### config.mk
export PLATFORM = sky130hd
export DESIGN_NAME = reset_cause_supply_monitor_irq
export DESIGN_NICKNAME = d
export VERILOG_FILES = /design/src/design/rcsm_pkg.sv /design/src/design/irq_arb_if.sv /design/src/design/irq_vector_arbiter.sv /design/src/design/reset_cause_supply_monitor_irq.sv
export SDC_FILE = /design/constraint.sdc
export NUM_CORES = 1
export LEC_CHECK = 0
export BUFFER_PORTS_ARGS = -buffer_cell sky130_fd_sc_hd__buf_2
export CAP_MARGIN = 30
export CORE_UTILIZATION = 41
export CTS_BUF_LIST = sky130_fd_sc_hd__clkbuf_4 sky130_fd_sc_hd__clkbuf_8
export DETAILED_ROUTE_END_ITERATION = 12
export PLACE_DENSITY = 0.79
export SLEW_MARGIN = 10
export SYNTH_ARGS = -nofsm -noshare
export SYNTH_HDL_FRONTEND = slang
export SYNTH_HIERARCHICAL = 1
export SYNTH_SLANG_ARGS = --single-unit
### constraint.sdc
create_clock -name clk_i -period 1.7 [get_ports clk_i]
set_input_delay 0.255 -clock clk_i [delete_from_list [all_inputs] [get_ports clk_i]]
set_output_delay 0.255 -clock clk_i [all_outputs]
set_load 0.02 [all_outputs]
### src/design/rcsm_pkg.sv
// Shared constants for the reset cause, supply monitor and interrupt block
package rcsm_pkg;
  // ---------------------------------------------------------------
  // Register indices (byte address is four times the index)
  // ---------------------------------------------------------------
  localparam logic [5:0] IDX_PC_MASK      = 6'h10;
  localparam logic [5:0] IDX_PC_FLAG      = 6'h11;
  localparam logic [5:0] IDX_PC_CTRL      = 6'h12;
  localparam logic [5:0] IDX_EXT_MASK     = 6'h13;
  localparam logic [5:0] IDX_EXT_FLAG     = 6'h14;
  localparam logic [5:0] IDX_EXT_SENSE    = 6'h15;
  localparam logic [5:0] IDX_SUPPLY_CTRL  = 6'h34;
  localparam logic [5:0] IDX_RESET_CAUSE  = 6'h3b;

  // ---------------------------------------------------------------
  // Field positions
  // ---------------------------------------------------------------
  localparam int SUPPLY_FLAG_BIT  = 7;
  localparam int SUPPLY_IE_BIT    = 6;
  localparam int WDT_CAUSE_BIT    = 3;
  localparam int PIN_CAUSE_BIT    = 1;
  localparam int POR_CAUSE_BIT    = 0;
  localparam int ENABLE_BIT       = 0;
  localparam int FLAG_BIT         = 0;

  // ---------------------------------------------------------------
  // Supply level select codes
  // ---------------------------------------------------------------
  localparam logic [2:0] LVL_OFF   = 3'h0;
  localparam logic [2:0] LVL_RST_L = 3'h1;
  localparam logic [2:0] LVL_RST_H = 3'h2;
  localparam logic [2:0] LVL_IRQ_2 = 3'h3;
  localparam logic [2:0] LVL_IRQ_3 = 3'h4;

  // ---------------------------------------------------------------
  // External sense select codes
  // ---------------------------------------------------------------
  localparam logic [1:0] SENSE_LOW    = 2'h0;
  localparam logic [1:0] SENSE_CHANGE = 2'h1;
  localparam logic [1:0] SENSE_FALL   = 2'h2;
  localparam logic [1:0] SENSE_RISE   = 2'h3;

  // ---------------------------------------------------------------
  // Vector addresses
  // ---------------------------------------------------------------
  localparam int         VEC_W            = 4;
  localparam int         NUM_VEC          = 11;
  localparam logic [3:0] RESET_VECTOR     = 4'h0;
  localparam logic [3:0] EXT_IRQ_VECTOR   = 4'h1;
  localparam logic [3:0] PIN_CHANGE_VECTOR = 4'h2;
  localparam logic [3:0] TIMER_CAPTURE_VECTOR   = 4'h3;
  localparam logic [3:0] TIMER_OVERFLOW_VECTOR  = 4'h4;
  localparam logic [3:0] TIMER_COMPARE_A_VECTOR = 4'h5;
  localparam logic [3:0] TIMER_COMPARE_B_VECTOR = 4'h6;
  localparam logic [3:0] COMPARATOR_VECTOR      = 4'h7;
  localparam logic [3:0] WATCHDOG_VECTOR        = 4'h8;
  localparam logic [3:0] SUPPLY_MONITOR_VECTOR  = 4'h9;
  localparam logic [3:0] CONVERTER_VECTOR       = 4'ha;

  localparam logic [7:0] REG_ZERO = 8'h00;
endpackage : rcsm_pkg

### src/design/irq_arb_if.sv
// Carrier between the register block and the vector arbiter
`timescale 1ns/1ps
interface irq_arb_if;
  logic [rcsm_pkg::NUM_VEC-1:0] pending;
  logic                         global_enable;
  logic                         req;
  logic [rcsm_pkg::VEC_W-1:0]   vector;

  modport source (output pending, output global_enable,
                  input req, input vector);
  modport arbiter (input pending, input global_enable,
                   output req, output vector);
endinterface : irq_arb_if

### src/design/irq_vector_arbiter.sv
// Fixed priority vector arbiter: lowest vector address wins
`timescale 1ns/1ps
module irq_vector_arbiter (
  // Clock and reset
  input  wire logic clk_i,
  input  wire logic rst_i,
  // Pending requests and selected vector
  irq_arb_if.arbiter arb
);
  logic [rcsm_pkg::VEC_W-1:0] next_vector;
  logic                       any_pending;

  always_comb begin
    next_vector = rcsm_pkg::RESET_VECTOR;
    any_pending = 1'b0;
    // Scan downward so the lowest index is the last to win
    for (int i = rcsm_pkg::NUM_VEC - 1; i >= 1; i--) begin
      if (arb.pending[i]) begin
        next_vector = rcsm_pkg::VEC_W'(i);
        any_pending = 1'b1;
      end
    end
  end

  always_ff @(posedge clk_i) begin
    if (rst_i) begin
      arb.req    <= 1'b0;
      arb.vector <= rcsm_pkg::RESET_VECTOR;
    end else begin
      arb.req    <= any_pending & arb.global_enable;
      arb.vector <= next_vector;
    end
  end
endmodule : irq_vector_arbiter

### src/design/reset_cause_supply_monitor_irq.sv
// Reset cause flags, supply monitor control and interrupt routing
`timescale 1ns/1ps

module reset_cause_supply_monitor_irq #(
  parameter int  PC_W          = 4,
  parameter bit  HAS_CONVERTER = 1'b1
) (
  // Clock and reset (reset is the power-on reset)
  input  wire logic        clk_i,
  input  wire logic        rst_i,
  // Wishbone slave
  input  wire logic        wb_cyc_i,
  input  wire logic        wb_stb_i,
  input  wire logic        wb_we_i,
  input  wire logic [7:0]  wb_adr_i,
  input  wire logic [3:0]  wb_sel_i,
  input  wire logic [31:0] wb_dat_i,
  output logic      [31:0] wb_dat_o,
  output logic             wb_ack_o,
  // Reset events and supply comparator
  input  wire logic        pin_reset_i,
  input  wire logic        watchdog_reset_i,
  input  wire logic        supply_below_i,
  output logic      [2:0]  supply_level_select_o,
  output logic             supply_reset_req_o,
  // External pins, sampled whatever their direction
  input  wire logic        ext_irq_pin_i,
  input  wire logic [PC_W-1:0] pin_change_inputs_i,
  output logic             wake_o,
  // Peripheral request levels
  input  wire logic        timer_capture_i,
  input  wire logic        timer_overflow_i,
  input  wire logic        timer_compare_a_i,
  input  wire logic        timer_compare_b_i,
  input  wire logic        comparator_i,
  input  wire logic        watchdog_irq_i,
  input  wire logic        converter_done_i,
  // Core side
  input  wire logic        global_irq_enable_i,
  input  wire logic        irq_ack_i,
  output logic             irq_req_o,
  output logic      [3:0]  irq_vector_o,
  output logic      [3:0]  reset_vector_o
);
  // ---------------------------------------------------------------
  // State
  // ---------------------------------------------------------------
  logic [2:0]      supply_level_select;
  logic            supply_monitor_irq_enable;
  logic            supply_monitor_flag;
  logic            watchdog_reset_cause;
  logic            pin_reset_cause;
  logic            power_on_reset_cause;
  logic [PC_W-1:0] pin_change_mask;
  logic            pin_change_irq_enable;
  logic            pin_change_flag;
  logic            ext_irq_enable;
  logic            ext_irq_flag;
  logic [1:0]      ext_sense_select;
  logic            ext_pin_q;
  logic [PC_W-1:0] pc_pins_q;
  logic [31:0]     rd_data;
  logic            ack;

  irq_arb_if arb ();

  // ---------------------------------------------------------------
  // Bus decode
  // ---------------------------------------------------------------
  wire       bus_req  = wb_cyc_i & wb_stb_i & ~ack;
  wire       wr_lane  = bus_req & wb_we_i & wb_sel_i[0];
  wire [5:0] idx      = wb_adr_i[7:2];
  wire [7:0] wd       = wb_dat_i[7:0];
  wire       wr_pc_mask = wr_lane & (idx == rcsm_pkg::IDX_PC_MASK);
  wire       wr_pc_flag = wr_lane & (idx == rcsm_pkg::IDX_PC_FLAG);
  wire       wr_pc_ctrl = wr_lane & (idx == rcsm_pkg::IDX_PC_CTRL);
  wire       wr_ext_msk = wr_lane & (idx == rcsm_pkg::IDX_EXT_MASK);
  wire       wr_ext_flg = wr_lane & (idx == rcsm_pkg::IDX_EXT_FLAG);
  wire       wr_ext_sns = wr_lane & (idx == rcsm_pkg::IDX_EXT_SENSE);
  wire       wr_supply  = wr_lane & (idx == rcsm_pkg::IDX_SUPPLY_CTRL);
  wire       wr_cause   = wr_lane & (idx == rcsm_pkg::IDX_RESET_CAUSE);

  // ---------------------------------------------------------------
  // Supply monitor
  // ---------------------------------------------------------------
  wire lvl_irq_mode = (supply_level_select == rcsm_pkg::LVL_IRQ_2) |
                      (supply_level_select == rcsm_pkg::LVL_IRQ_3);
  wire lvl_rst_mode = (supply_level_select == rcsm_pkg::LVL_RST_L) |
                      (supply_level_select == rcsm_pkg::LVL_RST_H);
  // Forbidden codes leave the monitor inert, neither reset nor flag
  wire supply_set   = lvl_irq_mode & supply_below_i;
  wire supply_clr   = ~supply_below_i |
                      (wr_supply & (wd[2:0] == rcsm_pkg::LVL_OFF));
  wire next_supply_flag = supply_set | (supply_monitor_flag & ~supply_clr);

  assign supply_reset_req_o    = lvl_rst_mode & supply_below_i;
  assign supply_level_select_o = supply_level_select;

  // ---------------------------------------------------------------
  // External pin and pin change detection
  // ---------------------------------------------------------------
  wire ext_level_mode = (ext_sense_select == rcsm_pkg::SENSE_LOW);
  wire ext_rise = ext_irq_pin_i & ~ext_pin_q;
  wire ext_fall = ~ext_irq_pin_i & ext_pin_q;
  logic ext_edge;
  always_comb begin
    case (ext_sense_select)
      rcsm_pkg::SENSE_CHANGE: ext_edge = ext_rise | ext_fall;
      rcsm_pkg::SENSE_FALL:   ext_edge = ext_fall;
      rcsm_pkg::SENSE_RISE:   ext_edge = ext_rise;
      default:                ext_edge = 1'b0;
    endcase
  end

  wire ack_ext = irq_ack_i & (irq_vector_o == rcsm_pkg::EXT_IRQ_VECTOR);
  wire ack_pc  = irq_ack_i & (irq_vector_o == rcsm_pkg::PIN_CHANGE_VECTOR);
  wire ext_clr = ack_ext | (wr_ext_flg & wd[rcsm_pkg::FLAG_BIT]);
  wire pc_clr  = ack_pc | (wr_pc_flag & wd[rcsm_pkg::FLAG_BIT]);
  // Set wins over clear so a coincident edge is not lost
  wire next_ext_flag = ~ext_level_mode &
                       (ext_edge | (ext_irq_flag & ~ext_clr));
  wire [PC_W-1:0] pc_toggle = (pin_change_inputs_i ^ pc_pins_q) &
                              pin_change_mask;
  wire next_pc_flag = (|pc_toggle) | (pin_change_flag & ~pc_clr);

  // Level request follows the live pin, so a level gone before
  // start-up ends leaves nothing pending after wake-up
  wire ext_level_req = ext_level_mode & ~ext_irq_pin_i;

  // Asynchronous wake paths need no clock edge
  assign wake_o = (ext_irq_enable & ext_level_req) |
                  (pin_change_irq_enable & (|pc_toggle));

  // ---------------------------------------------------------------
  // Vector requests
  // ---------------------------------------------------------------
  logic [rcsm_pkg::NUM_VEC-1:0] pending;
  always_comb begin
    pending = '0;
    pending[rcsm_pkg::EXT_IRQ_VECTOR] = ext_irq_enable &
      (ext_irq_flag | ext_level_req);
    pending[rcsm_pkg::PIN_CHANGE_VECTOR] = pin_change_irq_enable &
      pin_change_flag;
    pending[rcsm_pkg::TIMER_CAPTURE_VECTOR]   = timer_capture_i;
    pending[rcsm_pkg::TIMER_OVERFLOW_VECTOR]  = timer_overflow_i;
    pending[rcsm_pkg::TIMER_COMPARE_A_VECTOR] = timer_compare_a_i;
    pending[rcsm_pkg::TIMER_COMPARE_B_VECTOR] = timer_compare_b_i;
    pending[rcsm_pkg::COMPARATOR_VECTOR]      = comparator_i;
    pending[rcsm_pkg::WATCHDOG_VECTOR]        = watchdog_irq_i;
    pending[rcsm_pkg::SUPPLY_MONITOR_VECTOR]  =
      supply_monitor_irq_enable & supply_monitor_flag;
    pending[rcsm_pkg::CONVERTER_VECTOR] = HAS_CONVERTER &
      converter_done_i;
  end

  assign arb.pending       = pending;
  assign arb.global_enable = global_irq_enable_i;
  assign irq_req_o         = arb.req;
  assign irq_vector_o      = arb.vector;
  assign reset_vector_o    = rcsm_pkg::RESET_VECTOR;

  irq_vector_arbiter u_arb (
    .clk_i (clk_i),
    .rst_i (rst_i),
    .arb   (arb)
  );

  // ---------------------------------------------------------------
  // Read mux
  // ---------------------------------------------------------------
  wire [7:0] rd_supply = {supply_monitor_flag, supply_monitor_irq_enable,
                          3'h0, supply_level_select};
  wire [7:0] rd_cause  = {4'h0, watchdog_reset_cause, 1'b0,
                          pin_reset_cause, power_on_reset_cause};
  always_comb begin
    rd_data = '0;
    if (idx == rcsm_pkg::IDX_PC_MASK) begin
      rd_data[PC_W-1:0] = pin_change_mask;
    end else if (idx == rcsm_pkg::IDX_PC_FLAG) begin
      rd_data[rcsm_pkg::FLAG_BIT] = pin_change_flag;
    end else if (idx == rcsm_pkg::IDX_PC_CTRL) begin
      rd_data[rcsm_pkg::ENABLE_BIT] = pin_change_irq_enable;
    end else if (idx == rcsm_pkg::IDX_EXT_MASK) begin
      rd_data[rcsm_pkg::ENABLE_BIT] = ext_irq_enable;
    end else if (idx == rcsm_pkg::IDX_EXT_FLAG) begin
      rd_data[rcsm_pkg::FLAG_BIT] = ext_irq_flag;
    end else if (idx == rcsm_pkg::IDX_EXT_SENSE) begin
      rd_data[1:0] = ext_sense_select;
    end else if (idx == rcsm_pkg::IDX_SUPPLY_CTRL) begin
      rd_data[7:0] = rd_supply;
    end else if (idx == rcsm_pkg::IDX_RESET_CAUSE) begin
      rd_data[7:0] = rd_cause;
    end
  end

  // ---------------------------------------------------------------
  // Bus answer
  // ---------------------------------------------------------------
  always_ff @(posedge clk_i) begin
    if (rst_i) begin
      ack      <= 1'b0;
      wb_dat_o <= '0;
    end else begin
      ack      <= bus_req;
      wb_dat_o <= bus_req ? rd_data : '0;
    end
  end
  assign wb_ack_o = ack;

  // ---------------------------------------------------------------
  // Reset cause flags
  // ---------------------------------------------------------------
  // Block reset stands for the power-on reset
  always_ff @(posedge clk_i) begin
    if (rst_i) begin
      power_on_reset_cause <= 1'b1;
      pin_reset_cause      <= 1'b0;
      watchdog_reset_cause <= 1'b0;
    end else begin
      power_on_reset_cause <= power_on_reset_cause &
        ~(wr_cause & ~wd[rcsm_pkg::POR_CAUSE_BIT]);
      pin_reset_cause <= pin_reset_i | (pin_reset_cause &
        ~(wr_cause & ~wd[rcsm_pkg::PIN_CAUSE_BIT]));
      watchdog_reset_cause <= watchdog_reset_i | (watchdog_reset_cause &
        ~(wr_cause & ~wd[rcsm_pkg::WDT_CAUSE_BIT]));
    end
  end

  // ---------------------------------------------------------------
  // Control registers and flags
  // ---------------------------------------------------------------
  always_ff @(posedge clk_i) begin
    if (rst_i) begin
      supply_level_select       <= rcsm_pkg::LVL_OFF;
      supply_monitor_irq_enable <= 1'b0;
      pin_change_mask           <= '0;
      pin_change_irq_enable     <= 1'b0;
      ext_irq_enable            <= 1'b0;
      ext_sense_select          <= rcsm_pkg::SENSE_LOW;
    end else begin
      if (wr_supply) begin
        supply_level_select       <= wd[2:0];
        supply_monitor_irq_enable <= wd[rcsm_pkg::SUPPLY_IE_BIT];
      end
      if (wr_pc_mask) begin
        pin_change_mask <= wd[PC_W-1:0];
      end
      if (wr_pc_ctrl) begin
        pin_change_irq_enable <= wd[rcsm_pkg::ENABLE_BIT];
      end
      if (wr_ext_msk) begin
        ext_irq_enable <= wd[rcsm_pkg::ENABLE_BIT];
      end
      if (wr_ext_sns) begin
        ext_sense_select <= wd[1:0];
      end
    end
  end

  always_ff @(posedge clk_i) begin
    if (rst_i) begin
      supply_monitor_flag <= 1'b0;
      ext_irq_flag        <= 1'b0;
      pin_change_flag     <= 1'b0;
      ext_pin_q           <= 1'b1;
      pc_pins_q           <= '0;
    end else begin
      supply_monitor_flag <= next_supply_flag;
      ext_irq_flag        <= next_ext_flag;
      pin_change_flag     <= next_pc_flag;
      ext_pin_q           <= ext_irq_pin_i;
      pc_pins_q           <= pin_change_inputs_i;
    end
  end
endmodule : reset_cause_supply_monitor_irq

After elaboration in Yosys (flattened, before gate mapping). Index checks and enable logic that the tools add are counted.

Eq/ne operators: 17. Multiplexer cells: 34. Bitwise gates (word level): 68. Reductions and logical operators: 9.

Operators with widths (count): $and 1x1->1 (38); $eq 6x5->1 const B (6); $mux 3 (8); $mux 4 (5); $reduce_or 8->1 (2); $mux 1 (15); $not 1->1 (15); $or 1x1->1 (13); $eq 6x6->1 const B (2); $reduce_or 9->1 (1); $mux 2 (4); $mux 8 (1); $reduce_or 4->1 (2); $eq 3x2->1 const B (2); $and 4x4->4 (1); $eq 2x2->1 const B (2); $eq 4x1->1 const B (1); $eq 4x2->1 const B (1); $reduce_or 2->1 (2); $xor 4x4->4 (1); $eq 3x1->1 const B (1); $eq 3x3->1 const B (1); $logic_not 3->1 (1); $pmux 1 s3 (1); 2 further kinds (2).

Bits in registers: 61. Bits of input ports: 66. Output and inout port bits: 47. Logic and storage cells: 152.

Logic depth before layout (Yosys ltp). Gate-level depths: netlist of run 1.

Word-level depth: 11. Depth in mapped cells: 6. Depth with buffers taken out: 6.

Cells and area by module. The synthesis of run 1 kept the hierarchy.

By module, submodules not included: reset_cause_supply_monitor_irq (times used 1, cells each 196, area an instance 1721.7 sq um, sequential area each 600.6 sq um); irq_vector_arbiter (times used 1, cells each 24, area an instance 236.5 sq um, sequential area each 100.1 sq um).

Worst setup path after synthesis of run 1. Ideal clock, no wire load.

Kind: flip-flop to flip-flop. Start: register ack, in the netlist wb_ack_o. End: register supply_monitor_flag. Setup time: 122 ps. Arrival: 1535 ps. Data required time: 1578 ps. Path slack: 43 ps. Stages on the path, launching flop included: 5. Buffers on the path: 0. Period minus slack after synthesis: 1657 ps. Path through: dfxtp_1 nand3b_1 nor4_4 a21boi_2 o311a_1.

Cells in the longest elaborated chain, start to end: 10.

Ends and longest elaborated chain: start: declaration (RTL line reset_cause_supply_monitor_irq.sv:63) `logic ack;`; start signal: assignment (RTL line reset_cause_supply_monitor_irq.sv:204) `ack <= bus_req;`; $not 1->1 (RTL line reset_cause_supply_monitor_irq.sv:70) `wire bus_req = wb_cyc_i & wb_stb_i & ~ack;`; $and 1x1->1 (RTL line reset_cause_supply_monitor_irq.sv:70); $and 1x1->1 (2 in series) (RTL line reset_cause_supply_monitor_irq.sv:71) `wire wr_lane = bus_req & wb_we_i & wb_sel_i[0];`; $and 1x1->1 (RTL line reset_cause_supply_monitor_irq.sv:80) `wire wr_supply = wr_lane & (idx == rcsm_pkg::IDX_SUPPLY_CTRL);`; $and 1x1->1 (RTL line reset_cause_supply_monitor_irq.sv:93) `(wr_supply & (wd[2:0] == rcsm_pkg::LVL_OFF));`; $or 1x1->1 (RTL line reset_cause_supply_monitor_irq.sv:92) `wire supply_clr = ~supply_below_i |`; $not 1->1 (RTL line reset_cause_supply_monitor_irq.sv:94) `wire next_supply_flag = supply_set | (supply_monitor_flag & ~supply_clr);`; $and 1x1->1 (RTL line reset_cause_supply_monitor_irq.sv:94); $or 1x1->1 (RTL line reset_cause_supply_monitor_irq.sv:94); end signal: assignment (RTL line reset_cause_supply_monitor_irq.sv:268) `supply_monitor_flag <= next_supply_flag;`; end: declaration (RTL line reset_cause_supply_monitor_irq.sv:50) `logic supply_monitor_flag;`.

No other way between the ends. A chain may end at the register's enable or synchronous reset.

Final worst setup path of run 1.
Start: register pc_pins_q[3]. End: output wake_o.

Cells in the longest elaborated chain, start to end: 5.

Ends and longest elaborated chain: start: declaration (RTL line reset_cause_supply_monitor_irq.sv:61) `logic [PC_W-1:0] pc_pins_q;`; start signal: assignment (RTL line reset_cause_supply_monitor_irq.sv:272) `pc_pins_q <= pin_change_inputs_i;`; $xor 4x4->4 (RTL line reset_cause_supply_monitor_irq.sv:122) `wire [PC_W-1:0] pc_toggle = (pin_change_inputs_i ^ pc_pins_q) &`; $and 4x4->4 (RTL line reset_cause_supply_monitor_irq.sv:122); $reduce_or 4->1 (RTL line reset_cause_supply_monitor_irq.sv:132) `(pin_change_irq_enable & (|pc_toggle));`; $and 1x1->1 (RTL line reset_cause_supply_monitor_irq.sv:132); $or 1x1->1 (RTL line reset_cause_supply_monitor_irq.sv:131) `assign wake_o = (ext_irq_enable & ext_level_req) |`; end: declaration (RTL line reset_cause_supply_monitor_irq.sv:29) `output logic wake_o,`.

No other way between the ends.

==> results.cfg, run 1 <==
[timing]
slew_viol_final = 0
final-hold-violation-count = 0
fin_crit_ps = 1648
hold_ws_ps = 196.3
fin_skew_ps = 11.03
finalCritPeriodShare_pct = 96.94
rsz0062_at_grt = true
setup_viol = 0
fmax_ghz = 0.6068

[floorplanning]
die_height_um = 71.11
initial_core_util_pct = 43.76
row_count = 24
io_pins = 113
die_area_mm2 = 0.005057
coreArea_mm2 = 0.004474
fp.dieW_um = 71.11

[logic_synthesis]
yosys_warnings = 6
synthArstFlopShare_pct = 0
synth_edf_count = 0
synthCells = 220
synth.distinct_cells = 50
yosysSeqAreaShare_pct = 35.78
synth_area_per_cell_um2 = 8.901
synth_top_flop_cell = dfxtp_1
netlist_area_mm2 = 0.001958
ys_ff_latch = 35

[layout]
final_common_cell = buf_2
final_cell_mix = 50 x buf_2, 35 x dfxtp_1, 30 x conb_1
fin_area_mm2 = 0.002351
fin_cells = 335
drive_above_1_share_pct = 28.98
diodes = 0
syn_to_final_growth_pct = 20.06
fin_util_pct = 52.54
final_nets = 351

[global_route]
overflow = 0
use_met2_pct = 29.17
grt_pass1_vias = 1502
grt_util_all_layers_pct = 18.05
use_met1_pct = 23.14
grt_max_degree = 19
grt_pass1_wl_mm = 7.038
antenna_found_initial = 0
grt.met3_usage_pct = 4.416
top_usage_layer = met2

[setup_path]
critical_path_class = reg2out
end_kind = output pin
startpoint = pc_pins_q[3]$_SDFF_PP0_
r2r_end = pin_reset_cause$_SDFF_PP0_
start_kind = flip-flop
cp_data_arrival_time_ps = 1390
cp.required_ps = 1440
rr_worst_depth = 4
rrSetupSlack_ps = 150
crit_fanout = 2
crit-reg2reg-launch = wb_ack_o$_SDFF_PP0_

[cts]
path_clk_slew_ps = 70
cts_root_buf = clkbuf_8
h-tree-depth = 2
cts_setup_buffers = 0
holdBufCountCts = 0
clk_latency_ps = 290
cts_max_path_buffers = 2
cts_inserted_buffers = 5
cts_tree = built
numClockSinks = 35

[routing]
vias_per_cell = 5.087
drtIter0Drc = 108
drt_wl_total_mm = 4.343
wl_per_cell_um = 12.96
drc = 8
num_vias = 1704
drtPass1Iterations = 8
ant_nets = 0

[place]
io_buffers = 50
placed_area_mm2 = 0.002235
place_inst = 328
gp_congestion = 0.8433
dp_hpwl_mm = 3.366

[worst_hold_path]
hold_start = global_irq_enable_i
min_path_type = in2reg
hold_path_depth = 3
whs_endpoint = u_arb/arb.req$_SDFF_PP0_

[status]
outcome = finished with violations
violations = DRC

[power_and_ir_drop]
pwr_density_cell_mw_per_mm2 = 781.5
ir_worst_vdd_mv = 0.5311
cellLeakagePower_nw = 1.049

[flow_run]
maxCapViolCount = 0
==> synth_stat cells, drive strengths merged, types with 2 or more instances <==
cell | count | area, um^2
buf | 30 | 225.2
ha | 2 | 25.02
xor2 | 4 | 35.03
and2 | 3 | 18.77
nand4 | 4 | 25.02
a22oi | 4 | 30.03
nor4 | 6 | 73.82
clkbuf | 7 | 27.52
nand2 | 10 | 37.54
o21ai | 5 | 25.02
mux2i | 12 | 120.1
nand3 | 2 | 10.01
a21oi | 5 | 25.02
nand2b | 2 | 12.51
a211oi | 5 | 37.54
and3 | 2 | 12.51
nor2 | 22 | 82.58
nor4bb | 2 | 20.02
nor3 | 7 | 35.03
a31oi | 3 | 18.77
nor2b | 5 | 31.28
or3b | 2 | 17.52
nand3b | 5 | 37.54
dfxtp | 35 | 700.7
a221oi | 2 | 23.77
nor3b | 7 | 52.55
inv | 8 | 30.03
==> critical path, stage by stage (launching register included) <==
cell and delay, ps:
dfxtp_1 310, xor2_1 160, a22oi_2 190, nand2_1 100
a22o_1 190, buf_2 160
==> power breakdown <==
group	internal [W]	leakage, nW	switching (W)
combinational	0.0000896	0.709	0.000173
sequential	0.000837	0.285	0.00000802
clock	0.000445	0.0547	0.000284
==> cell type report <==
| cell class | instances | area [um^2] |
|---|---|---|
| Fill cell | 432 | 2123 |
| Multi-Input combinational cell | 169 | 1094 |
| Sequential cell | 35 | 700.7 |
| Timing Repair Buffer | 64 | 355.3 |
| Clock buffer | 6 | 76.32 |
| Tap cell | 52 | 65.06 |
| Clock inverter | 1 | 30.03 |
| Inverter | 8 | 30.03 |
==> per-stage QoR <==
| step | total power, W | TNS [ps] | setup WS (ps) |
|---|---|---|---|
| floorplan | 0.001072 | 0 | 43.15 |
| global placement | 0.001119 | -49.41 | -19.37 |
| detailed placement | 0.001123 | -163.1 | -51.71 |
| CTS | 0.001841 | 0 | 2.737 |
| global route | 0.001904 | -3.926 | -3.926 |
| finish | 0.001837 | 0 | 51.98 |
==> layer usage <==
layer / part of all wire [%] / up-vias
met4: 1.6 / 0
li1: - / 854
met5: 0 / -
met2: 48 / 50
met3: 5.2 / 5
met1: 45 / 795
==> worst max path at each step <==
| stage | endpoint | cells after the start | slack (ps) |
|---|---|---|---|
| 3_5_place_dp | supply_level_select_o[1]$_SDFFE_PP0P_ | 6 | -50 |
| 6_report | wake_o | 5 | 50 |
| 3_3_place_gp | supply_level_select_o[1]$_SDFFE_PP0P_ | 6 | -20 |
| 5_1_grt | wake_o | 5 | -4 |
| 2_1_floorplan | supply_monitor_flag$_SDFF_PP0_ | 4 | 40 |
| 4_1_cts | wake_o | 5 | 3 |
==> registers in the layout, summed over array words and instances (netlist names), 2 cells and up <==
name / cells
pin_change_mask: 4
u_arb/arb.vector: 4
wb_dat_o: 6
supply_level_select_o: 3
pc_pins_q: 4
ext_sense_select: 2
==> what timing repair did <==
item | CTS | global route
cloned | 0 | 0
resized for setup | 1 | 1
endpoints found under the setup margin | 1 | 1
pin swaps | 1 | 1
==> logic make-up after synthesis <==
group | after synthesis | synth area share [%]
AO/OA/AOI/OAI | 34 | 12.78
XOR/XNOR | 5 | 2.236
adder cells (fa/ha/maj) | 2 | 1.278
other | 1 | 0.1915
buffers and inverters | 45 | 14.44
multiplexers | 13 | 6.709
flip-flops | 35 | 35.78
AND/OR/NAND/NOR | 85 | 26.58
Power figures use the tool's default switching activity.
==> run 2, diff against run 1 <==
ABC_AREA = 1   (was default)
CORE_ASPECT_RATIO = 0.75   (was default)
==> results.cfg, run 2 <==
[logic_synthesis]
synth_top_flop_cell = dfxtp_1
synth.area.top_cells = dfxtp_1 36%, buf_4 12%, nand2_1 8.2%
synth_area_leader_cell = dfxtp_1
synth_edf_count = 0
synth.distinct_cells = 35
synthCells = 276
yosys_warnings = 6
ys_ff_latch = 35
synthArstFlopShare_pct = 0
yosys.area.top_type_share_pct = 35.78
synthTopCellsByCount = 43 x nand2_1, 38 x inv_1, 35 x dfxtp_1
yosysMostFrequentCell = nand2_1
yosysSeqAreaShare_pct = 35.78
synth_area_per_cell_um2 = 7.095
netlist_area_mm2 = 0.001958

[floorplanning]
io_pins = 113
row_count = 21
coreArea_mm2 = 0.004519
die_height_um = 61.85
fp.dieW_um = 81.80
initial_core_util_pct = 43.33
die_area_mm2 = 0.005059

[global_route]
grt_util_all_layers_pct = 18.40
grt_pass1_wl_mm = 6.837
antenna_found_initial = 0
overflow = 0
grt_max_degree = 12
grt_pass1_vias = 1505

[place]
gp_congestion = 0.8958
dp_hpwl_mm = 3.323
placed_area_mm2 = 0.002162
io_buffers = 50

[layout]
drive_above_1_share_pct = 25.68
syn_to_final_growth_pct = 15.14
final_common_cell = buf_2
fin_util_pct = 49.89
fillCellCount = 465
top_register = wb_dat_o
fin_area_mm2 = 0.002255
final_nets = 399
largest_reg_flops = 6
final_cell_mix = 50 x buf_2, 43 x nand2_1, 38 x inv_1
diodes = 0

[cts]
holdBufCountCts = 0
h-tree-depth = 2
cts_resized = 1
clk_latency_ps = 280
cts_max_path_buffers = 2
cts_setup_buffers = 0
cts_root_buf = clkbuf_8
path_clk_slew_ps = 70
numClockSinks = 35
cts_tree = built
cts_inserted_buffers = 5

[flow_run]
maxCapViolCount = 0

[timing]
setup_viol = 0
fmax_ghz = 0.6238
rsz0062_at_grt = false
setup_tns_ps = 0
fin_skew_ps = 3.562
final-hold-violation-count = 0
fin_crit_ps = 1603
finalCritPeriodShare_pct = 94.30
slew_viol_final = 0

[routing]
drc = 0
num_vias = 1776
ant_nets = 0
drt_wl_total_mm = 4.183
drtPass1Iterations = 4
wl_per_cell_um = 10.78
vias_per_cell = 4.577
drtIter0Drc = 151

[setup_path]
critical_path_class = reg2out
crit_fanout = 2
start_kind = flip-flop
cp.required_ps = 1440
rrSetupSlack_ps = 380
end_kind = output pin
cp_data_arrival_time_ps = 1350

[power_and_ir_drop]
ir_worst_vdd_mv = 0.5069
pwr_density_cell_mw_per_mm2 = 744.1
cellLeakagePower_nw = 1.128

[worst_hold_path]
min_path_type = in2reg

[status]
outcome = completed
run 2: changes by cell type after synthesis, moves of 7 or more:
| cell | before | now |
|---|---|---|
| o21ai_1 | 0 | 7 |
| nand3_1 | 2 | 13 |
| inv_1 | 8 | 38 |
| a21oi_1 | 5 | 20 |
| nor2_2 | 0 | 7 |
| mux2i_1 | 12 | 0 |
| nand2_1 | 10 | 43 |
| nor2_1 | 22 | 29 |
run 2: cells by family (layout without fill, tap and decap cells):
group	Yosys count	in the layout	share of synthesized area, %
other	1	30	0.1915
adder cells (fa/ha/maj)	2	2	1.278
XOR/XNOR	2	2	0.8947
AO/OA/AOI/OAI	48	48	14.31
buffers and inverters	76	102	20.38
flip-flops	35	35	35.78
AND/OR/NAND/NOR	112	112	27.16
run 2: path summary, 6_finish.rpt:
check | from | end | cells past startpoint
max | pc_pins_q[1]$_SDFF_PP0_ | wake_o | 5
min | pin_change_inputs_i[0] | pc_pins_q[0]$_SDFF_PP0_ | 3
max reg2reg | wb_ack_o$_SDFF_PP0_ | pin_change_mask[2]$_SDFFE_PP0P_ | 6
min reg2reg | supply_monitor_flag$_SDFF_PP0_ | wb_dat_o[7]$_SDFF_PP0_ | 2
run 2: layout make-up:
| class | count | area (um^2) | share of cell area (%) |
|---|---|---|---|
| multi-input cells | 194 | 972.2 | 43.12 |
| flip-flops and latches | 35 | 700.7 | 31.08 |
| repair buffers | 51 | 257.7 | 11.43 |
| inverters | 44 | 165.2 | 7.325 |
| clock buffers | 6 | 82.58 | 3.663 |
| well taps | 57 | 71.32 | 3.163 |
| clock inverters | 1 | 5.005 | 0.2220 |
run 2: where the power goes:
| group | total (W) | internal, W | switching (W) |
|---|---|---|---|
| combinational | 0.000236 | 0.0000679 | 0.000168 |
| clock | 0.000597 | 0.000317 | 0.000280 |
| sequential | 0.000845 | 0.000837 | 0.00000765 |
run 2: worst max-delay path: stages, from the launching register on:
cell and delay [ps]:
dfxtp_1 310, o21ai_0 160, a21oi_1 80, nor3_2 260, o21ai_0 110, buf_2 160
run 2: per-stage QoR:
stage / cells / hold WS (ps) / worst slack, ps / power, W
after detailed placement: 381 / 441.7 / 205.5 / 0.001097
after CTS: 388 / 187.9 / 65.74 / 0.001697
after global routing: 388 / 188.9 / 17.49 / 0.001772
after global placement: 381 / 442.2 / 204.8 / 0.001094
after floorplan: 305 / 317.4 / 389.9 / 0.001066
final: 388 / 195.5 / 96.93 / 0.001678
run 2: layer usage:
layer	global-route usage (%)	wire length [um]	up-vias
li1	-	-	929
met1	24.53	2015	771
met2	28.45	1765	71
met3	5.985	369	5
met4	5.764	34	0
met5	0	0	-
